`src/gfr_pkg.sv`:
```
// package of constants for the global fault recorder
package gfr_pkg;
  // ==========================================
  // stream-to-context types
  localparam logic [1:0] S2C_TYPE_FAULT   = 2'h2;
  // context bank types
  localparam logic [1:0] CB_TYPE_S2_ONLY  = 2'h0;
  localparam logic [1:0] CB_TYPE_S1_BYP   = 2'h1;
  localparam logic [1:0] CB_TYPE_S1_FAULT = 2'h2;
  localparam logic [1:0] CB_TYPE_NESTED   = 2'h3;
  // ==========================================
  // global fault status field positions
  localparam int GFS_W         = 9;
  localparam int GFS_ICF       = 0;
  localparam int GFS_USF       = 1;
  localparam int GFS_SMCF      = 2;
  localparam int GFS_UCBF      = 3;
  localparam int GFS_UCIF      = 4;
  localparam int GFS_CAF       = 5;
  localparam int GFS_EF        = 6;
  localparam int GFS_PF        = 7;
  localparam int GFS_UUT       = 8;
  localparam int GFS_MULTI_POS = 31;
  localparam logic [31:0] GFS_RESET = 32'h0000_0000;
  // syndrome field positions
  localparam int SYN_NESTED_POS = 0;
  localparam int SYN_NS_POS     = 1;
  localparam int SYN_WR_POS     = 2;
  localparam int SYN_IND_POS    = 3;
  localparam int SYN_STREAM_LSB = 16;
  localparam logic [31:0] SYN_RESET  = 32'h0000_0000;
  localparam logic [63:0] ADDR_RESET = 64'h0;
  // context fault status format field, ignored by the fault test
  localparam logic [31:0] CFS_FORMAT_MASK = 32'h0000_0600;
endpackage

```
`src/gfr_global_fault_recorder.sv`:
```
// global fault classification, recording and termination
`timescale 1ns/10ps
module gfr_global_fault_recorder #(
  parameter bit GLOBAL_STALL_SUPPORTED    = 1'b1,
  parameter bit NS_STALL_DIS_APPLIES_TO_S = 1'b0,
  parameter bit S_STALL_DIS_APPLIES_TO_NS = 1'b0,
  parameter bit NS_STALL_EN_APPLIES_TO_S  = 1'b0,
  parameter int SID_W                     = 16,
  parameter int ADDR_W                    = 64
) (
  input  wire logic              i_clk_sys,
  input  wire logic              i_resetn,
  // transaction presented after stream matching
  input  wire logic              i_txn_valid,
  input  wire logic              i_txn_secure,
  input  wire logic              i_txn_write,
  input  wire logic              i_txn_ifetch,
  input  wire logic              i_txn_exit_nonsecure,
  input  wire logic [SID_W-1:0]  i_txn_stream_id,
  input  wire logic [ADDR_W-1:0] i_txn_addr,
  input  wire logic              i_txn_unsupported,
  input  wire logic              i_txn_has_bank,
  input  wire logic              i_match_none,
  input  wire logic              i_match_multi,
  input  wire logic [1:0]        i_stream_to_context_entry_type,
  input  wire logic              i_first_impl,
  input  wire logic              i_first_secure,
  input  wire logic [1:0]        i_first_type,
  input  wire logic              i_first_type_supported,
  input  wire logic              i_first_wide_regime_flag,
  input  wire logic              i_second_impl,
  input  wire logic              i_second_secure,
  input  wire logic [1:0]        i_second_type,
  input  wire logic              i_second_wide_regime_flag,
  // context fault from translation
  input  wire logic              i_ctx_fault,
  input  wire logic              i_ctx_fault_in_second,
  input  wire logic              i_ctx_irq_missing,
  input  wire logic              i_ctx_stall_fault,
  input  wire logic              i_ctx_bank_secure,
  input  wire logic              i_first_context_abort_report_enable,
  input  wire logic              i_second_context_abort_report_enable,
  input  wire logic [31:0]       i_context_fault_status,
  // configuration access and external abort events
  input  wire logic              i_cfg_fault,
  input  wire logic              i_cfg_secure,
  input  wire logic              i_cfg_write,
  input  wire logic [ADDR_W-1:0] i_cfg_addr,
  input  wire logic              i_ext_fault,
  input  wire logic              i_ext_secure,
  // control bits
  input  wire logic              i_ns_global_stall_enable,
  input  wire logic              i_s_global_stall_enable,
  input  wire logic              i_ns_stall_disable,
  input  wire logic              i_s_stall_disable,
  input  wire logic              i_ns_unknown_stream_fault_cfg,
  input  wire logic              i_s_unknown_stream_fault_cfg,
  input  wire logic              i_ns_match_conflict_fault_cfg,
  input  wire logic              i_s_match_conflict_fault_cfg,
  input  wire logic              i_config_fault_report_enable,
  input  wire logic              i_external_fault_override,
  input  wire logic              i_secure_ifetch_check,
  input  wire logic              i_stall_release,
  input  wire logic              i_ns_status_clear,
  input  wire logic              i_s_status_clear,
  // outputs
  output logic                   o_ns_global_stall_enable,
  output logic                   o_s_global_stall_enable,
  output logic                   o_stall,
  output logic                   o_txn_terminate,
  output logic                   o_txn_abort,
  output logic                   o_txn_raz_wi,
  output logic                   o_ctx_fault_present,
  output logic                   o_ctx_permission_fault,
  output logic [31:0]            o_ns_global_fault_status,
  output logic [31:0]            o_ns_global_fault_syndrome_first,
  output logic [31:0]            o_ns_global_fault_syndrome_second,
  output logic [ADDR_W-1:0]      o_ns_global_fault_address,
  output logic [31:0]            o_s_global_fault_status,
  output logic [31:0]            o_s_global_fault_syndrome_first,
  output logic [31:0]            o_s_global_fault_syndrome_second,
  output logic [ADDR_W-1:0]      o_s_global_fault_address
);

  // ==========================================
  // stall enable read-back
  logic ns_stall_dis_eff;
  logic s_stall_dis_eff;
  logic ns_stall_en_eff;
  logic s_stall_en_eff;

  always_comb begin
    ns_stall_dis_eff = i_ns_stall_disable | (S_STALL_DIS_APPLIES_TO_NS & i_s_stall_disable);
    s_stall_dis_eff  = i_s_stall_disable | (NS_STALL_DIS_APPLIES_TO_S & i_ns_stall_disable);
    ns_stall_en_eff  = GLOBAL_STALL_SUPPORTED & ~ns_stall_dis_eff & i_ns_global_stall_enable;
    s_stall_en_eff   = GLOBAL_STALL_SUPPORTED & ~s_stall_dis_eff & i_s_global_stall_enable;
  end

  assign o_ns_global_stall_enable = ns_stall_en_eff;
  assign o_s_global_stall_enable  = s_stall_en_eff;

  // ==========================================
  // global stall state
  logic stall_active;
  logic next_stall_active;
  logic stall_trigger;
  logic stall_en_for_bank;

  always_comb begin
    // secure banks follow their own enable, optionally the non-secure one too
    stall_en_for_bank = i_ctx_bank_secure ? (s_stall_en_eff | (NS_STALL_EN_APPLIES_TO_S & ns_stall_en_eff))
                                          : ns_stall_en_eff;
    stall_trigger     = i_ctx_stall_fault & stall_en_for_bank;
    next_stall_active = stall_active;
    if (i_stall_release) begin
      next_stall_active = 1'b0;
    end
    if (stall_trigger) begin
      next_stall_active = 1'b1;
    end
  end

  always_ff @(posedge i_clk_sys or negedge i_resetn) begin
    if (!i_resetn) begin
      stall_active <= 1'b0;
    end else begin
      stall_active <= next_stall_active;
    end
  end

  // held until released; no per-bank resume is tracked here
  // later arrivals wait whatever context they map to
  assign o_stall = stall_active & i_txn_valid;

  // ==========================================
  // context bank validity checks
  logic usf_cfg;
  logic smcf_cfg;
  logic icf_first;
  logic icf_nested;
  logic ucbf_first;
  logic ucbf_nested;
  logic perm_fault;
  logic [gfr_pkg::GFS_W-1:0] txn_cause;
  logic                      txn_nested;

  always_comb begin
    usf_cfg  = i_txn_secure ? i_s_unknown_stream_fault_cfg : i_ns_unknown_stream_fault_cfg;
    smcf_cfg = i_txn_secure ? i_s_match_conflict_fault_cfg : i_ns_match_conflict_fault_cfg;
    ucbf_first = ~i_first_impl | (i_first_secure != i_txn_secure);
    icf_first  = (i_stream_to_context_entry_type == gfr_pkg::S2C_TYPE_FAULT) |
                 ~i_first_type_supported |
                 (i_first_type == gfr_pkg::CB_TYPE_S1_FAULT) |
                 (i_first_secure & (i_first_type != gfr_pkg::CB_TYPE_S1_BYP));
    ucbf_nested = (i_first_type == gfr_pkg::CB_TYPE_NESTED) & ~i_second_impl;
    icf_nested  = (i_first_type == gfr_pkg::CB_TYPE_NESTED) & i_second_impl &
                  (i_second_secure | (i_second_type != gfr_pkg::CB_TYPE_S2_ONLY) |
                   (i_first_wide_regime_flag & ~i_second_wide_regime_flag));
    perm_fault = i_secure_ifetch_check & i_txn_secure & i_txn_ifetch & i_txn_exit_nonsecure;
    txn_cause  = '0;
    txn_nested = 1'b0;
    // first hit in check order wins
    if (i_match_multi & smcf_cfg) begin
      txn_cause[gfr_pkg::GFS_SMCF] = 1'b1;
    end else if (i_match_none & usf_cfg) begin
      txn_cause[gfr_pkg::GFS_USF] = 1'b1;
    end else if (i_match_none | i_match_multi) begin
      txn_cause = '0;
    end else if (i_stream_to_context_entry_type == gfr_pkg::S2C_TYPE_FAULT) begin
      txn_cause[gfr_pkg::GFS_ICF] = 1'b1;
    end else if (ucbf_first) begin
      txn_cause[gfr_pkg::GFS_UCBF] = 1'b1;
    end else if (icf_first) begin
      txn_cause[gfr_pkg::GFS_ICF] = 1'b1;
      txn_nested = 1'b1;
    end else if (ucbf_nested) begin
      txn_cause[gfr_pkg::GFS_UCBF] = 1'b1;
      txn_nested = 1'b1;
    end else if (icf_nested) begin
      txn_cause[gfr_pkg::GFS_ICF] = 1'b1;
      txn_nested = 1'b1;
    end else if (i_ctx_fault & i_ctx_irq_missing) begin
      txn_cause[gfr_pkg::GFS_UCIF] = 1'b1;
      txn_nested = i_ctx_fault_in_second;
    end else if (perm_fault & ~i_txn_has_bank) begin
      txn_cause[gfr_pkg::GFS_PF] = 1'b1;
    end else if (i_txn_unsupported) begin
      txn_cause[gfr_pkg::GFS_UUT] = 1'b1;
    end
    if (!i_txn_valid) begin
      txn_cause  = '0;
      txn_nested = 1'b0;
    end
  end

  // ==========================================
  // termination and abort
  logic txn_gfault;

  always_comb begin
    txn_gfault          = |txn_cause;
    o_txn_terminate     = txn_gfault | (i_txn_valid & i_ctx_fault);
    o_txn_raz_wi        = txn_gfault;
    o_ctx_permission_fault = i_txn_valid & perm_fault & i_txn_has_bank;
    o_ctx_fault_present = |(i_context_fault_status & ~gfr_pkg::CFS_FORMAT_MASK);
    if (txn_cause[gfr_pkg::GFS_UUT]) begin
      o_txn_abort = i_config_fault_report_enable;
    end else if (txn_gfault) begin
      o_txn_abort = 1'b1;
    end else if (i_txn_valid & i_ctx_fault) begin
      o_txn_abort = i_ctx_fault_in_second ? i_second_context_abort_report_enable
                                          : i_first_context_abort_report_enable;
    end else begin
      o_txn_abort = 1'b0;
    end
  end

  // ==========================================
  // status helpers
  // full details only go into a bank with nothing recorded, multi included
  function automatic logic status_is_clear(input logic [31:0] st);
    return st == gfr_pkg::GFS_RESET;
  endfunction

  // a busy bank keeps every field and only gains the multiple-fault flag
  function automatic logic [31:0] mark_multi(input logic [31:0] st);
    logic [31:0] res;
    res = st;
    res[gfr_pkg::GFS_MULTI_POS] = 1'b1;
    return res;
  endfunction

  // ==========================================
  // banked recording
  logic [31:0]       gfs      [2];
  logic [31:0]       syn0     [2];
  logic [31:0]       syn1     [2];
  logic [ADDR_W-1:0] gfa      [2];
  logic [31:0]       next_gfs [2];
  logic [31:0]       next_syn0[2];
  logic [31:0]       next_syn1[2];
  logic [ADDR_W-1:0] next_gfa [2];

  // one event per bank per cycle; transaction, then config, then external
  always_comb begin
    for (int b = 0; b < 2; b++) begin
      next_gfs[b]  = gfs[b];
      next_syn0[b] = syn0[b];
      next_syn1[b] = syn1[b];
      next_gfa[b]  = gfa[b];
      if ((b == 0) ? i_ns_status_clear : i_s_status_clear) begin
        next_gfs[b] = gfr_pkg::GFS_RESET;
      end
      if (txn_gfault && (int'(i_txn_secure) == b)) begin
        if (status_is_clear(gfs[b])) begin
          next_gfs[b]  = {23'h000000, txn_cause};
          next_syn0[b] = '0;
          next_syn0[b][gfr_pkg::SYN_NESTED_POS] = txn_nested;
          next_syn0[b][gfr_pkg::SYN_NS_POS]     = ~i_txn_secure;
          next_syn0[b][gfr_pkg::SYN_WR_POS]     = i_txn_write;
          next_syn0[b][gfr_pkg::SYN_IND_POS]    = i_txn_ifetch;
          next_syn1[b] = 32'(i_txn_stream_id);
          next_gfa[b]  = i_txn_addr;
        end else begin
          next_gfs[b] = mark_multi(gfs[b]);
        end
      end else if (i_cfg_fault && (int'(i_cfg_secure) == b)) begin
        if (status_is_clear(gfs[b])) begin
          next_gfs[b] = '0;
          next_gfs[b][gfr_pkg::GFS_CAF] = 1'b1;
          next_syn0[b] = '0; // nested captured as zero
          next_syn0[b][gfr_pkg::SYN_WR_POS] = i_cfg_write;
          next_gfa[b] = i_cfg_addr;
        end else begin
          next_gfs[b] = mark_multi(gfs[b]);
        end
      end else if (i_ext_fault && (int'(i_ext_secure) == b)) begin
        if (status_is_clear(gfs[b])) begin
          next_gfs[b] = '0;
          next_gfs[b][gfr_pkg::GFS_EF] = 1'b1; // only status moves
        end else begin
          next_gfs[b] = mark_multi(gfs[b]);
        end
      end
    end
  end

  // external override has no say in what gets recorded here
  logic unused_override;
  assign unused_override = i_external_fault_override;

  always_ff @(posedge i_clk_sys or negedge i_resetn) begin
    if (!i_resetn) begin
      for (int b = 0; b < 2; b++) begin
        gfs[b]  <= gfr_pkg::GFS_RESET;
        syn0[b] <= gfr_pkg::SYN_RESET;
        syn1[b] <= gfr_pkg::SYN_RESET;
        gfa[b]  <= ADDR_W'(gfr_pkg::ADDR_RESET);
      end
    end else begin
      for (int b = 0; b < 2; b++) begin
        gfs[b]  <= next_gfs[b];
        syn0[b] <= next_syn0[b];
        syn1[b] <= next_syn1[b];
        gfa[b]  <= next_gfa[b];
      end
    end
  end

  assign o_ns_global_fault_status          = gfs[0];
  assign o_ns_global_fault_syndrome_first  = syn0[0];
  assign o_ns_global_fault_syndrome_second = syn1[0];
  assign o_ns_global_fault_address         = gfa[0];
  assign o_s_global_fault_status           = gfs[1];
  assign o_s_global_fault_syndrome_first   = syn0[1];
  assign o_s_global_fault_syndrome_second  = syn1[1];
  assign o_s_global_fault_address          = gfa[1];

endmodule

```
`config.mk`:
```
export PLATFORM = sky130hd
export DESIGN_NAME = gfr_global_fault_recorder
export DESIGN_NICKNAME = d
export VERILOG_FILES = /design/src/gfr_pkg.sv /design/src/gfr_global_fault_recorder.sv
export SDC_FILE = /design/constraint.sdc
export NUM_CORES = 1
export LEC_CHECK = 0
export ABC_CLOCK_PERIOD_IN_PS = 3300
export BUFFER_PORTS_ARGS = -buffer_cell sky130_fd_sc_hd__buf_2
export CORE_AREA = 5 5 212 214
export CTS_BUF_LIST = sky130_fd_sc_hd__clkbuf_16
export DETAILED_ROUTE_END_ITERATION = 7
export DIE_AREA = 0 0 217 219
export PLACE_DENSITY_LB_ADDON = 0.3
export REMOVE_ABC_BUFFERS = 1
export SYNTH_ARGS = -nofsm -noshare
export SYNTH_HDL_FRONTEND = slang
export SYNTH_SLANG_ARGS = --single-unit
```
`constraint.sdc`:
```
create_clock -name i_clk_sys -period 3.3 [get_ports i_clk_sys]
set_input_delay 0.66 -clock i_clk_sys [delete_from_list [all_inputs] [get_ports i_clk_sys]]
set_output_delay 0.66 -clock i_clk_sys [all_outputs]
set_load 0.005 [all_outputs]
```
# Yosys cells after proc, flatten, opt, wreduce, memory -nomap -nowiden
# Cells that the tools add are included.
# W data, S select, Z words.
# word_totals
register_bits	289
in_bits	226
out_inout_bits	328
# classes
n_eq_ne	11
n_mux	81
bitwise_logic	38
n_reduce_logical	22
# ops
op	count
$mux W32	22
$mux W64	8
$logic_not A32 Y1	2
$mux W1	37
$reduce_or A30 Y1	1
$mux W2	11
$and A1 B1 Y1	19
$not A1 Y1	11
$mux W9	1
$reduce_or A9 Y1	1
$ne A2 B2 Y1 const B	4
$or A1 B1 Y1	8
$reduce_and A2 Y1	4
$reduce_and A4 Y1	2
$reduce_bool A2 Y1	4
$reduce_bool A4 Y1	2
$mux W7	1
$eq A2 B2 Y1 const B	3
$logic_and A1 B1 Y1	6
$mux W6	1
$ne A2 B1 Y1 const B	3
$ne A1 B1 Y1	1

# Depth between registers and ports, before layout
# Gate-level depths: netlist of run 1.
# logic_depth
word_depth	19
depth_mapped	11
ltp_nobuf	7

# Worst setup path before layout of run 1
# OpenSTA, ideal clock, no wires.
# synth_timing
path_type	input -> output
startpoint	input i_first_type[0]
endpoint	output o_txn_abort
arrival_ns	2.286
slack_ns	0.354
cell_stages	8
path_cell_list	inv_1 > maj3_2 > or4_1 > o211a_1 > buf_6 > inv_4 > buf_2 > o22a_1
# synth_between
elab_chain_len	15
# synth_lines
item	line_no	text
from (decl)	gfr_global_fault_recorder.sv:28	input wire logic [1:0] i_first_type,
$eq A2 B2 Y1	gfr_global_fault_recorder.sv:155, gfr_global_fault_recorder.sv:156	
$and A1 B1 Y1 (2 in series)	gfr_global_fault_recorder.sv:156	icf_nested = (i_first_type == gfr_pkg::CB_TYPE_NESTED) & i_second_impl &
$mux W1 / $mux W2 (equally long branches)	gfr_global_fault_recorder.sv:179	end else if (icf_nested) begin
$mux W1 / $mux W2 (equally long branches)	gfr_global_fault_recorder.sv:176	end else if (ucbf_nested) begin
$mux W1 / $mux W2 (equally long branches)	gfr_global_fault_recorder.sv:173	end else if (icf_first) begin
$mux W1 / $mux W2 (equally long branches)	gfr_global_fault_recorder.sv:171	end else if (ucbf_first) begin
$mux W1 / $mux W2 (equally long branches)	gfr_global_fault_recorder.sv:169	end else if (i_stream_to_context_entry_type == gfr_pkg::S2C_TYPE_FAULT) begin
$mux W1 / $mux W2 (equally long branches)	gfr_global_fault_recorder.sv:167	end else if (i_match_none | i_match_multi) begin
$mux W1 / $mux W7 (equally long branches)	gfr_global_fault_recorder.sv:165	end else if (i_match_none & usf_cfg) begin
$mux W2 / $mux W6 (equally long branches)	gfr_global_fault_recorder.sv:163	if (i_match_multi & smcf_cfg) begin
$mux W9 (*)	gfr_global_fault_recorder.sv:190	if (!i_txn_valid) begin
$reduce_or A9 Y1 (*)	gfr_global_fault_recorder.sv:201	txn_gfault = |txn_cause;
via o_txn_raz_wi	gfr_global_fault_recorder.sv:72	output logic o_txn_raz_wi,
$mux W1 (*)	gfr_global_fault_recorder.sv:208	end else if (txn_gfault) begin
$mux W1 (*)	gfr_global_fault_recorder.sv:206	if (txn_cause[gfr_pkg::GFS_UUT]) begin
to (decl)	gfr_global_fault_recorder.sv:71	output logic o_txn_abort,
# Mark *: on every way through the listed nets, which the timed path passes. The rest lies on a longest branch.

# Worst setup path after layout of run 1
# layout_timing
startpoint	input i_second_secure
endpoint	output o_txn_abort
# layout_between
elab_chain_len	15
# layout_lines
item	line_no	text
from (decl)	gfr_global_fault_recorder.sv:32	input wire logic i_second_secure,
$or A1 B1 Y1 (*) (2 in series)	gfr_global_fault_recorder.sv:157	(i_second_secure | (i_second_type != gfr_pkg::CB_TYPE_S2_ONLY) |
$and A1 B1 Y1 (*)	gfr_global_fault_recorder.sv:156	
$mux W1 / $mux W2 (equally long branches)	gfr_global_fault_recorder.sv:179	
$mux W1 / $mux W2 (equally long branches)	gfr_global_fault_recorder.sv:176	
$mux W1 / $mux W2 (equally long branches)	gfr_global_fault_recorder.sv:173	
$mux W1 / $mux W2 (equally long branches)	gfr_global_fault_recorder.sv:171	
$mux W1 / $mux W2 (equally long branches)	gfr_global_fault_recorder.sv:169	
$mux W1 / $mux W2 (equally long branches)	gfr_global_fault_recorder.sv:167	
$mux W1 / $mux W7 (equally long branches)	gfr_global_fault_recorder.sv:165	
$mux W2 / $mux W6 (equally long branches)	gfr_global_fault_recorder.sv:163	
$mux W9 (*)	gfr_global_fault_recorder.sv:190	
$reduce_or A9 Y1	gfr_global_fault_recorder.sv:201	
$mux W1	gfr_global_fault_recorder.sv:208	
$mux W1 (*)	gfr_global_fault_recorder.sv:206	
# Mark *: on every way between the ends. The rest lies on a longest branch, timed or not.

==> flow_metrics.py, run 1 <==
metrics = {
    "worst_setup_path": {
        "endpoint_kind": "primary output",
        "startpoint_type": "input port",
        "r2r_end": "o_ns_global_fault_address[15]",
        "arrival_ns": 2.41,
        "crit_fanout": 11,
        "path_class": "input port to primary output",
        "rr_worst_depth": 6,
        "critPathMostFrequentCell": "buf_2",
        "critPathBufInv": 3,
        "max_stage_delay_ns": 0.51,
        "path_cells": "buf_2 -> nor3_1 -> a31oi_1 -> or4_1 -> o211a_4 -> inv_4 -> o22a_1 -> buf_2",
        "ff2ff_setup_slack_ns": 0.55,
        "path_delay_family": "simple AND/OR/NAND/NOR gates",
        "critPathSlowestCell": "or4_1",
        "r2r-start": "o_ns_global_fault_status[5]",
        "worstPathRequired_ns": 2.64,
    },
    "route": {
        "routedWlPerCell_um": 21.78,
        "ant_nets": 0,
        "drt_pre_antenna_iters": 5,
        "routed-wl-met2_um": 19000,
        "met1_length_um": 15650,
        "vias": 8540,
        "finalWirelength_um": 39230,
        "dr_wl_met3_um": 3643,
        "dr.first_iter.drc_count": 642,
        "via_per_inst": 4.742,
        "drc_errors": 0,
        "dr.max_layer_used": "met5",
    },
    "sta": {
        "setup_viol": 0,
        "layout_worst_path_cycle_share_pct": 92.99,
        "layout_min_cycle_time_ns": 3.069,
        "slew_violations": 0,
        "hold_viol": 0,
        "finalClockSkew_ns": 0.01307,
        "tightest_slew_ns": 0.8571,
        "rsz0062_at_grt": "false",
        "max_freq_mhz": 325.9,
        "setup_ws_ns": 0.2312,
        "tns_ns": 0,
        "slew-limit-headroom_pct": 42.86,
    },
    "placement": {
        "hpwl_um": 28630,
        "post-place-ws_ns": 0.1278,
        "place.gp.congestion": 0.8194,
        "port_buffers": 418,
    },
    "power_and_ir_drop": {
        "p_switching_mw": 3.796,
        "power.total_mw": 10.58,
        "combPwrFrac_pct": 42.7,
        "power.density_mw_per_mm2": 830.1,
        "ir_drop_mv": 0.3412,
        "p_sw_share_pct": 35.89,
        "leakagePower_nw": 5.842,
        "intPower_mw": 6.781,
        "seq_power_share_pct": 38.1,
        "clkPwrFrac_pct": 19.2,
    },
    "logic_synthesis": {
        "ys_top_cells_by_area": "dfrtp_1 (48%), o221a_2 (14%), buf_4 (11%)",
        "ys_ff_latch": 189,
        "yosys.area.top_type": "dfrtp_1",
        "synth_top_area_share_pct": 47.62,
        "avgSynthCellArea_um2": 11.71,
        "synth_cell_types": 56,
        "synth_edf_count": 0,
        "synth_flop_cell": "dfrtp_1",
        "ys_seq_area_share_pct": 47.62,
        "syn_area_mm2": 0.009932,
        "synth_cells": 848,
        "async_reset_ff_share_pct": 100.0,
        "ys_warn_count": 0,
    },
    "cts": {
        "clock_latency_ns": 0.48,
        "clock_path_buffers": 2,
        "cts_hold_repair.buffers": 0,
        "post_cts_buffers": 0,
        "clk_pin_slew_ns": 0.07,
        "ctsResizeCount": 0,
        "htree_levels": 4,
        "clock_sinks": 189,
        "cts_made_buffers": 17,
        "cts-root-buf": "clkbuf_16",
        "cts_tree": "yes",
    },
    "finish": {
        "area_delta_synth_final_pct": 28.28,
        "drive_gt1_share_pct": 51.96,
        "final_cell_mix": "buf_2 (416), dfrtp_1 (189), conb_1 (132)",
        "final_common_cell": "buf_2",
        "nets": 1466,
    },
    "global_route": {
        "track_usage_pct": 15.79,
        "overflow": 0,
        "grt_max_degree": 74,
        "grt_pass1_wl_um": 56920,
        "grt_pass1_vias": 8817,
        "antenna_found_initial": 5,
    },
    "floorplanning": {
        "design.core.area_mm2": 0.04270,
        "die_h_um": 219,
        "rows": 76,
        "initial_core_util_pct": 23.26,
        "fp.dieArea_mm2": 0.04752,
        "pin_count": 554,
        "die_w_um": 217,
    },
    "run": {
        "maxCapViolCount": 0,
    },
    "worst_hold_path": {
        "hold_class": "input port to async pin",
    },
    "outcome": {
        "outcome": "complete, no violations",
    },
}
[power groups by stage]
stage | clock network (mW) | registers (mW) | logic [mW]
after global routing | 2.17 | 4.16 | 4.88
after CTS | 2.10 | 4.04 | 4.60
after floorplan | 0 | 4.08 | 2.11
after global placement | 0 | 4.04 | 4.57
final | 2.03 | 4.03 | 4.52
after detailed placement | 0 | 4.07 | 4.61
[stage by stage]
| stage | utilization, % | hold WS [ns] | instance area (um^2) | std cells |
|---|---|---|---|---|
| floorplan | - | 0.3644 | 9039 | 776 |
| global placement | 28.55 | 0.4654 | 12190 | 1767 |
| detailed placement | 28.55 | 0.4664 | 12190 | 1767 |
| CTS | 29.83 | 0.1132 | 12740 | 1799 |
| global route | 29.84 | 0.1454 | 12740 | 1801 |
| finish | 29.84 | 0.1318 | 12740 | 1801 |
[cells in the mapped netlist, types with 9 or more instances]
| master | count |
|---|---|
| dfrtp_1 | 189 |
| buf_4 | 146 |
| o221a_2 | 127 |
| nand4b_1 | 63 |
| or3_1 | 62 |
| clkbuf_1 | 32 |
| mux2_2 | 25 |
| nand2_1 | 19 |
| buf_2 | 18 |
| nor2_1 | 17 |
| inv_1 | 16 |
| nand3_1 | 12 |
| a21oi_1 | 10 |
| mux2_4 | 9 |
| nor4_1 | 9 |
[routing by layer]
layer  vias to the layer above  track usage [%]
li1                       3788                -
met1                      4280            19.24
met2                       424            26.05
met3                        42            5.835
met4                         6            5.077
met5                         -                0
[logic make-up after synthesis]
logic type / synth area share, %
XOR/XNOR: 0.1764
adder cells (fa/ha/maj): 0.1134
AND/OR/NAND/NOR: 14.59
multiplexers: 4.598
AO/OA/AOI/OAI: 18.25
other: 0.03776
buffers and inverters: 14.61
flip-flops: 47.62
[area by class of cell]
| cell class | instances | area [um^2] |
|---|---|---|
| diodes | 2 | 5.005 |
| clock buffers | 17 | 425.4 |
| clock inverters | 15 | 121.4 |
| fillers | 4452 | 29960 |
| inverters | 17 | 66.31 |
| multi-input cells | 570 | 4279 |
| flip-flops and latches | 189 | 4730 |
| well taps | 546 | 683.2 |
| repair buffers | 445 | 2431 |
[registers in the layout, summed over array words and instances, names as in the netlist]
| signal | cells |
|---|---|
| o_ns_global_fault_status | 10 |
| o_s_global_fault_status | 10 |
| o_ns_global_fault_syndrome_first | 4 |
| o_s_global_fault_syndrome_second | 16 |
| o_s_global_fault_address | 64 |
| o_ns_global_fault_address | 64 |
| o_ns_global_fault_syndrome_second | 16 |
| o_s_global_fault_syndrome_first | 4 |
| stall_active | 1 |
[worst max-delay path by stage]
stage                         start                           end  slack [ns]  cells past startpoint
finish              i_second_secure                   o_txn_abort        0.23                      8
global route        i_second_secure               o_txn_terminate        0.13                      8
CTS                 i_second_secure               o_txn_terminate        0.22                      8
detailed placement  i_second_secure   o_s_global_fault_address[5]        0.13                      9
global placement    i_second_secure  o_s_global_fault_address[54]        0.13                      9
floorplan           i_first_type[0]  o_ns_global_fault_address[0]       -1.98                      6
Note: power is estimated with default switching activity, not from simulation.
==> run 2: changes to the inputs <==
--- a/config.mk
+++ b/config.mk
@@ -6,11 +6,11 @@
 export NUM_CORES = 1
 export LEC_CHECK = 0
 export ABC_CLOCK_PERIOD_IN_PS = 3300
-export BUFFER_PORTS_ARGS = -buffer_cell sky130_fd_sc_hd__buf_2
-export CORE_AREA = 5 5 212 214
+export CORE_AREA = 5 5 210 212
 export CTS_BUF_LIST = sky130_fd_sc_hd__clkbuf_16
 export DETAILED_ROUTE_END_ITERATION = 7
-export DIE_AREA = 0 0 217 219
+export DIE_AREA = 0 0 215 217
+export DONT_BUFFER_PORTS = 1
 export PLACE_DENSITY_LB_ADDON = 0.3
 export REMOVE_ABC_BUFFERS = 1
 export SYNTH_ARGS = -nofsm -noshare
==> flow_metrics.py, run 2 (synthesis results as in run 1) <==
metrics = {
    "outcome": {
        "outcome": "finished, violations left",
        "violations": "negative hold slack",
    },
    "global_route": {
        "grt_pass1_wl_um": 51320,
        "track_usage_pct": 14.72,
        "antenna_found_initial": 1,
        "grt_pass1_vias": 7050,
        "overflow": 0,
        "grt_max_degree": 190,
    },
    "route": {
        "via_per_inst": 5.134,
        "routedWlPerCell_um": 26.37,
        "finalWirelength_um": 36040,
        "drc_errors": 0,
        "dr.first_iter.drc_count": 500,
        "drt_pre_antenna_iters": 4,
        "vias": 7018,
        "ant_nets": 0,
    },
    "finish": {
        "drive_gt1_share_pct": 27.29,
        "diodes": 0,
        "fillers": 4321,
        "final_cell_mix": "dfrtp_1 (189), conb_1 (132), o221a_2 (127)",
        "area_delta_synth_final_pct": 7.118,
        "ff_latch_area_mm2": 0.004730,
        "multi_input_area_mm2": 0.004279,
        "nets": 1041,
        "final_common_cell": "dfrtp_1",
    },
    "power_and_ir_drop": {
        "seq_power_share_pct": 46.8,
        "p_sw_share_pct": 35.54,
        "clkPwrFrac_pct": 23.8,
        "leakagePower_nw": 4.183,
        "power.density_mw_per_mm2": 910.0,
        "ir_drop_mv": 0.4422,
        "intPower_mw": 6.241,
        "p_switching_mw": 3.441,
        "combPwrFrac_pct": 29.4,
    },
    "sta": {
        "tns_ns": 0,
        "hold_viol": 189,
        "setup_viol": 0,
        "slew-limit-headroom_pct": 49.09,
        "hold_slack_ns": -0.1334,
        "max_freq_mhz": 329.0,
        "layout_min_cycle_time_ns": 3.039,
        "slew_violations": 0,
        "layout_worst_path_cycle_share_pct": 92.10,
        "finalClockSkew_ns": 0.02856,
        "rsz0062_at_grt": "false",
        "tightest_slew_ns": 0.7557,
    },
    "floorplanning": {
        "pin_count": 554,
        "die_w_um": 215,
        "rows": 75,
        "initial_core_util_pct": 23.78,
        "fp.dieArea_mm2": 0.04666,
        "die_h_um": 217,
        "design.core.area_mm2": 0.04176,
    },
    "worst_setup_path": {
        "ff2ff_setup_slack_ns": 0.56,
        "rr_worst_depth": 6,
        "arrival_ns": 2.38,
        "endpoint_kind": "primary output",
        "r2r-start": "o_ns_global_fault_status[4]",
        "worstPathRequired_ns": 2.64,
        "path_cells": "nor3b_2 -> nand4_1 -> or4_1 -> o211a_4 -> inv_4 -> buf_12",
        "startpoint_type": "input port",
        "max_stage_delay_ns": 0.47,
        "path_class": "input port to primary output",
        "r2r_end": "o_ns_global_fault_address[19]",
        "critPathSlowestCell": "or4_1",
        "crit_fanout": 31,
    },
    "placement": {
        "hpwl_um": 24810,
        "place.gp.congestion": 0.7823,
        "port_buffers": 0,
    },
    "cts": {
        "cts_tree": "yes",
        "clk_pin_slew_ns": 0.07,
        "cts-root-buf": "clkbuf_16",
        "post_cts_buffers": 0,
        "clock_latency_ns": 0.50,
        "htree_levels": 4,
        "clock_path_buffers": 2,
        "clock_sinks": 189,
        "cts_made_buffers": 17,
    },
    "worst_hold_path": {
        "hold_class": "input port to async pin",
    },
    "run": {
        "maxCapViolCount": 0,
    },
}
run 2: cell count changes in the layout (fill, tap and decap cells not counted), sizes merged:
| cell | delta |
|---|---|
| clkinv | -6 |
| inv | +4 |
| buf | -424 |
| diode | -2 |
| bufinv | +3 |
| clkbuf | -1 |
| clkinvlp | -1 |
run 2: critical path: cells and delay by family:
family          cells  cell delay [ns]
compound gates      1             0.27
simple gates        3             0.94
buf+inv             2             0.47
run 2: repair_timing:
action / 4_1_cts / 5_1_grt
resized for setup: 0 / 0
endpoints found under the hold margin: 189 / 189
endpoints found under the setup margin: 0 / 0
run 2: worst max-delay path by stage:
stage / from / to / slack (ns) / depth (start not counted)
after floorplan: i_first_type[0] / o_ns_global_fault_address[0] / -1.98 / 6
after global placement: i_second_secure / o_s_global_fault_address[49] / 0.19 / 8
after detailed placement: i_second_secure / o_s_global_fault_address[2] / 0.15 / 8
after CTS: i_second_secure / o_txn_raz_wi / 0.27 / 6
after global routing: i_second_secure / o_txn_raz_wi / 0.17 / 6
final: i_match_none / o_txn_raz_wi / 0.26 / 6
run 2: layout make-up:
cell class	count	area share [%]
repair buffers	20	2.352
clock inverters	15	2.011
flip-flops and latches	189	44.45
inverters	17	0.6233
well taps	539	6.339
multi-input cells	570	40.22
clock buffers	17	3.999
run 2: per-layer routing:
layer	global-route usage, %	vias up	wire length [um]
met1	16.42	3619	13190
met4	4.544	2	603
met5	0	-	13
met2	24.82	432	17940
met3	7.324	31	4296
li1	-	2934	-
run 2: power groups by stage:
stage	logic, mW	registers (mW)	clock network (mW)
6_report	2.84	4.53	2.31
5_1_grt	3.08	4.67	2.48
4_1_cts	2.87	4.58	2.40
3_5_place_dp	2.88	4.61	0
3_3_place_gp	2.83	4.62	0
2_1_floorplan	2.11	4.08	0
run 2: through the flow:
step	setup WS, ns	util, %	cells	instance area (um^2)	total power, mW
2_1_floorplan	-1.985	-	776	9039	6.188
3_3_place_gp	0.1932	23.95	1335	10000	7.452
3_5_place_dp	0.1549	23.95	1335	10000	7.486
4_1_cts	0.2659	25.48	1367	10640	9.856
5_1_grt	0.1738	25.48	1367	10640	10.23
6_report	0.2607	25.48	1367	10640	9.682
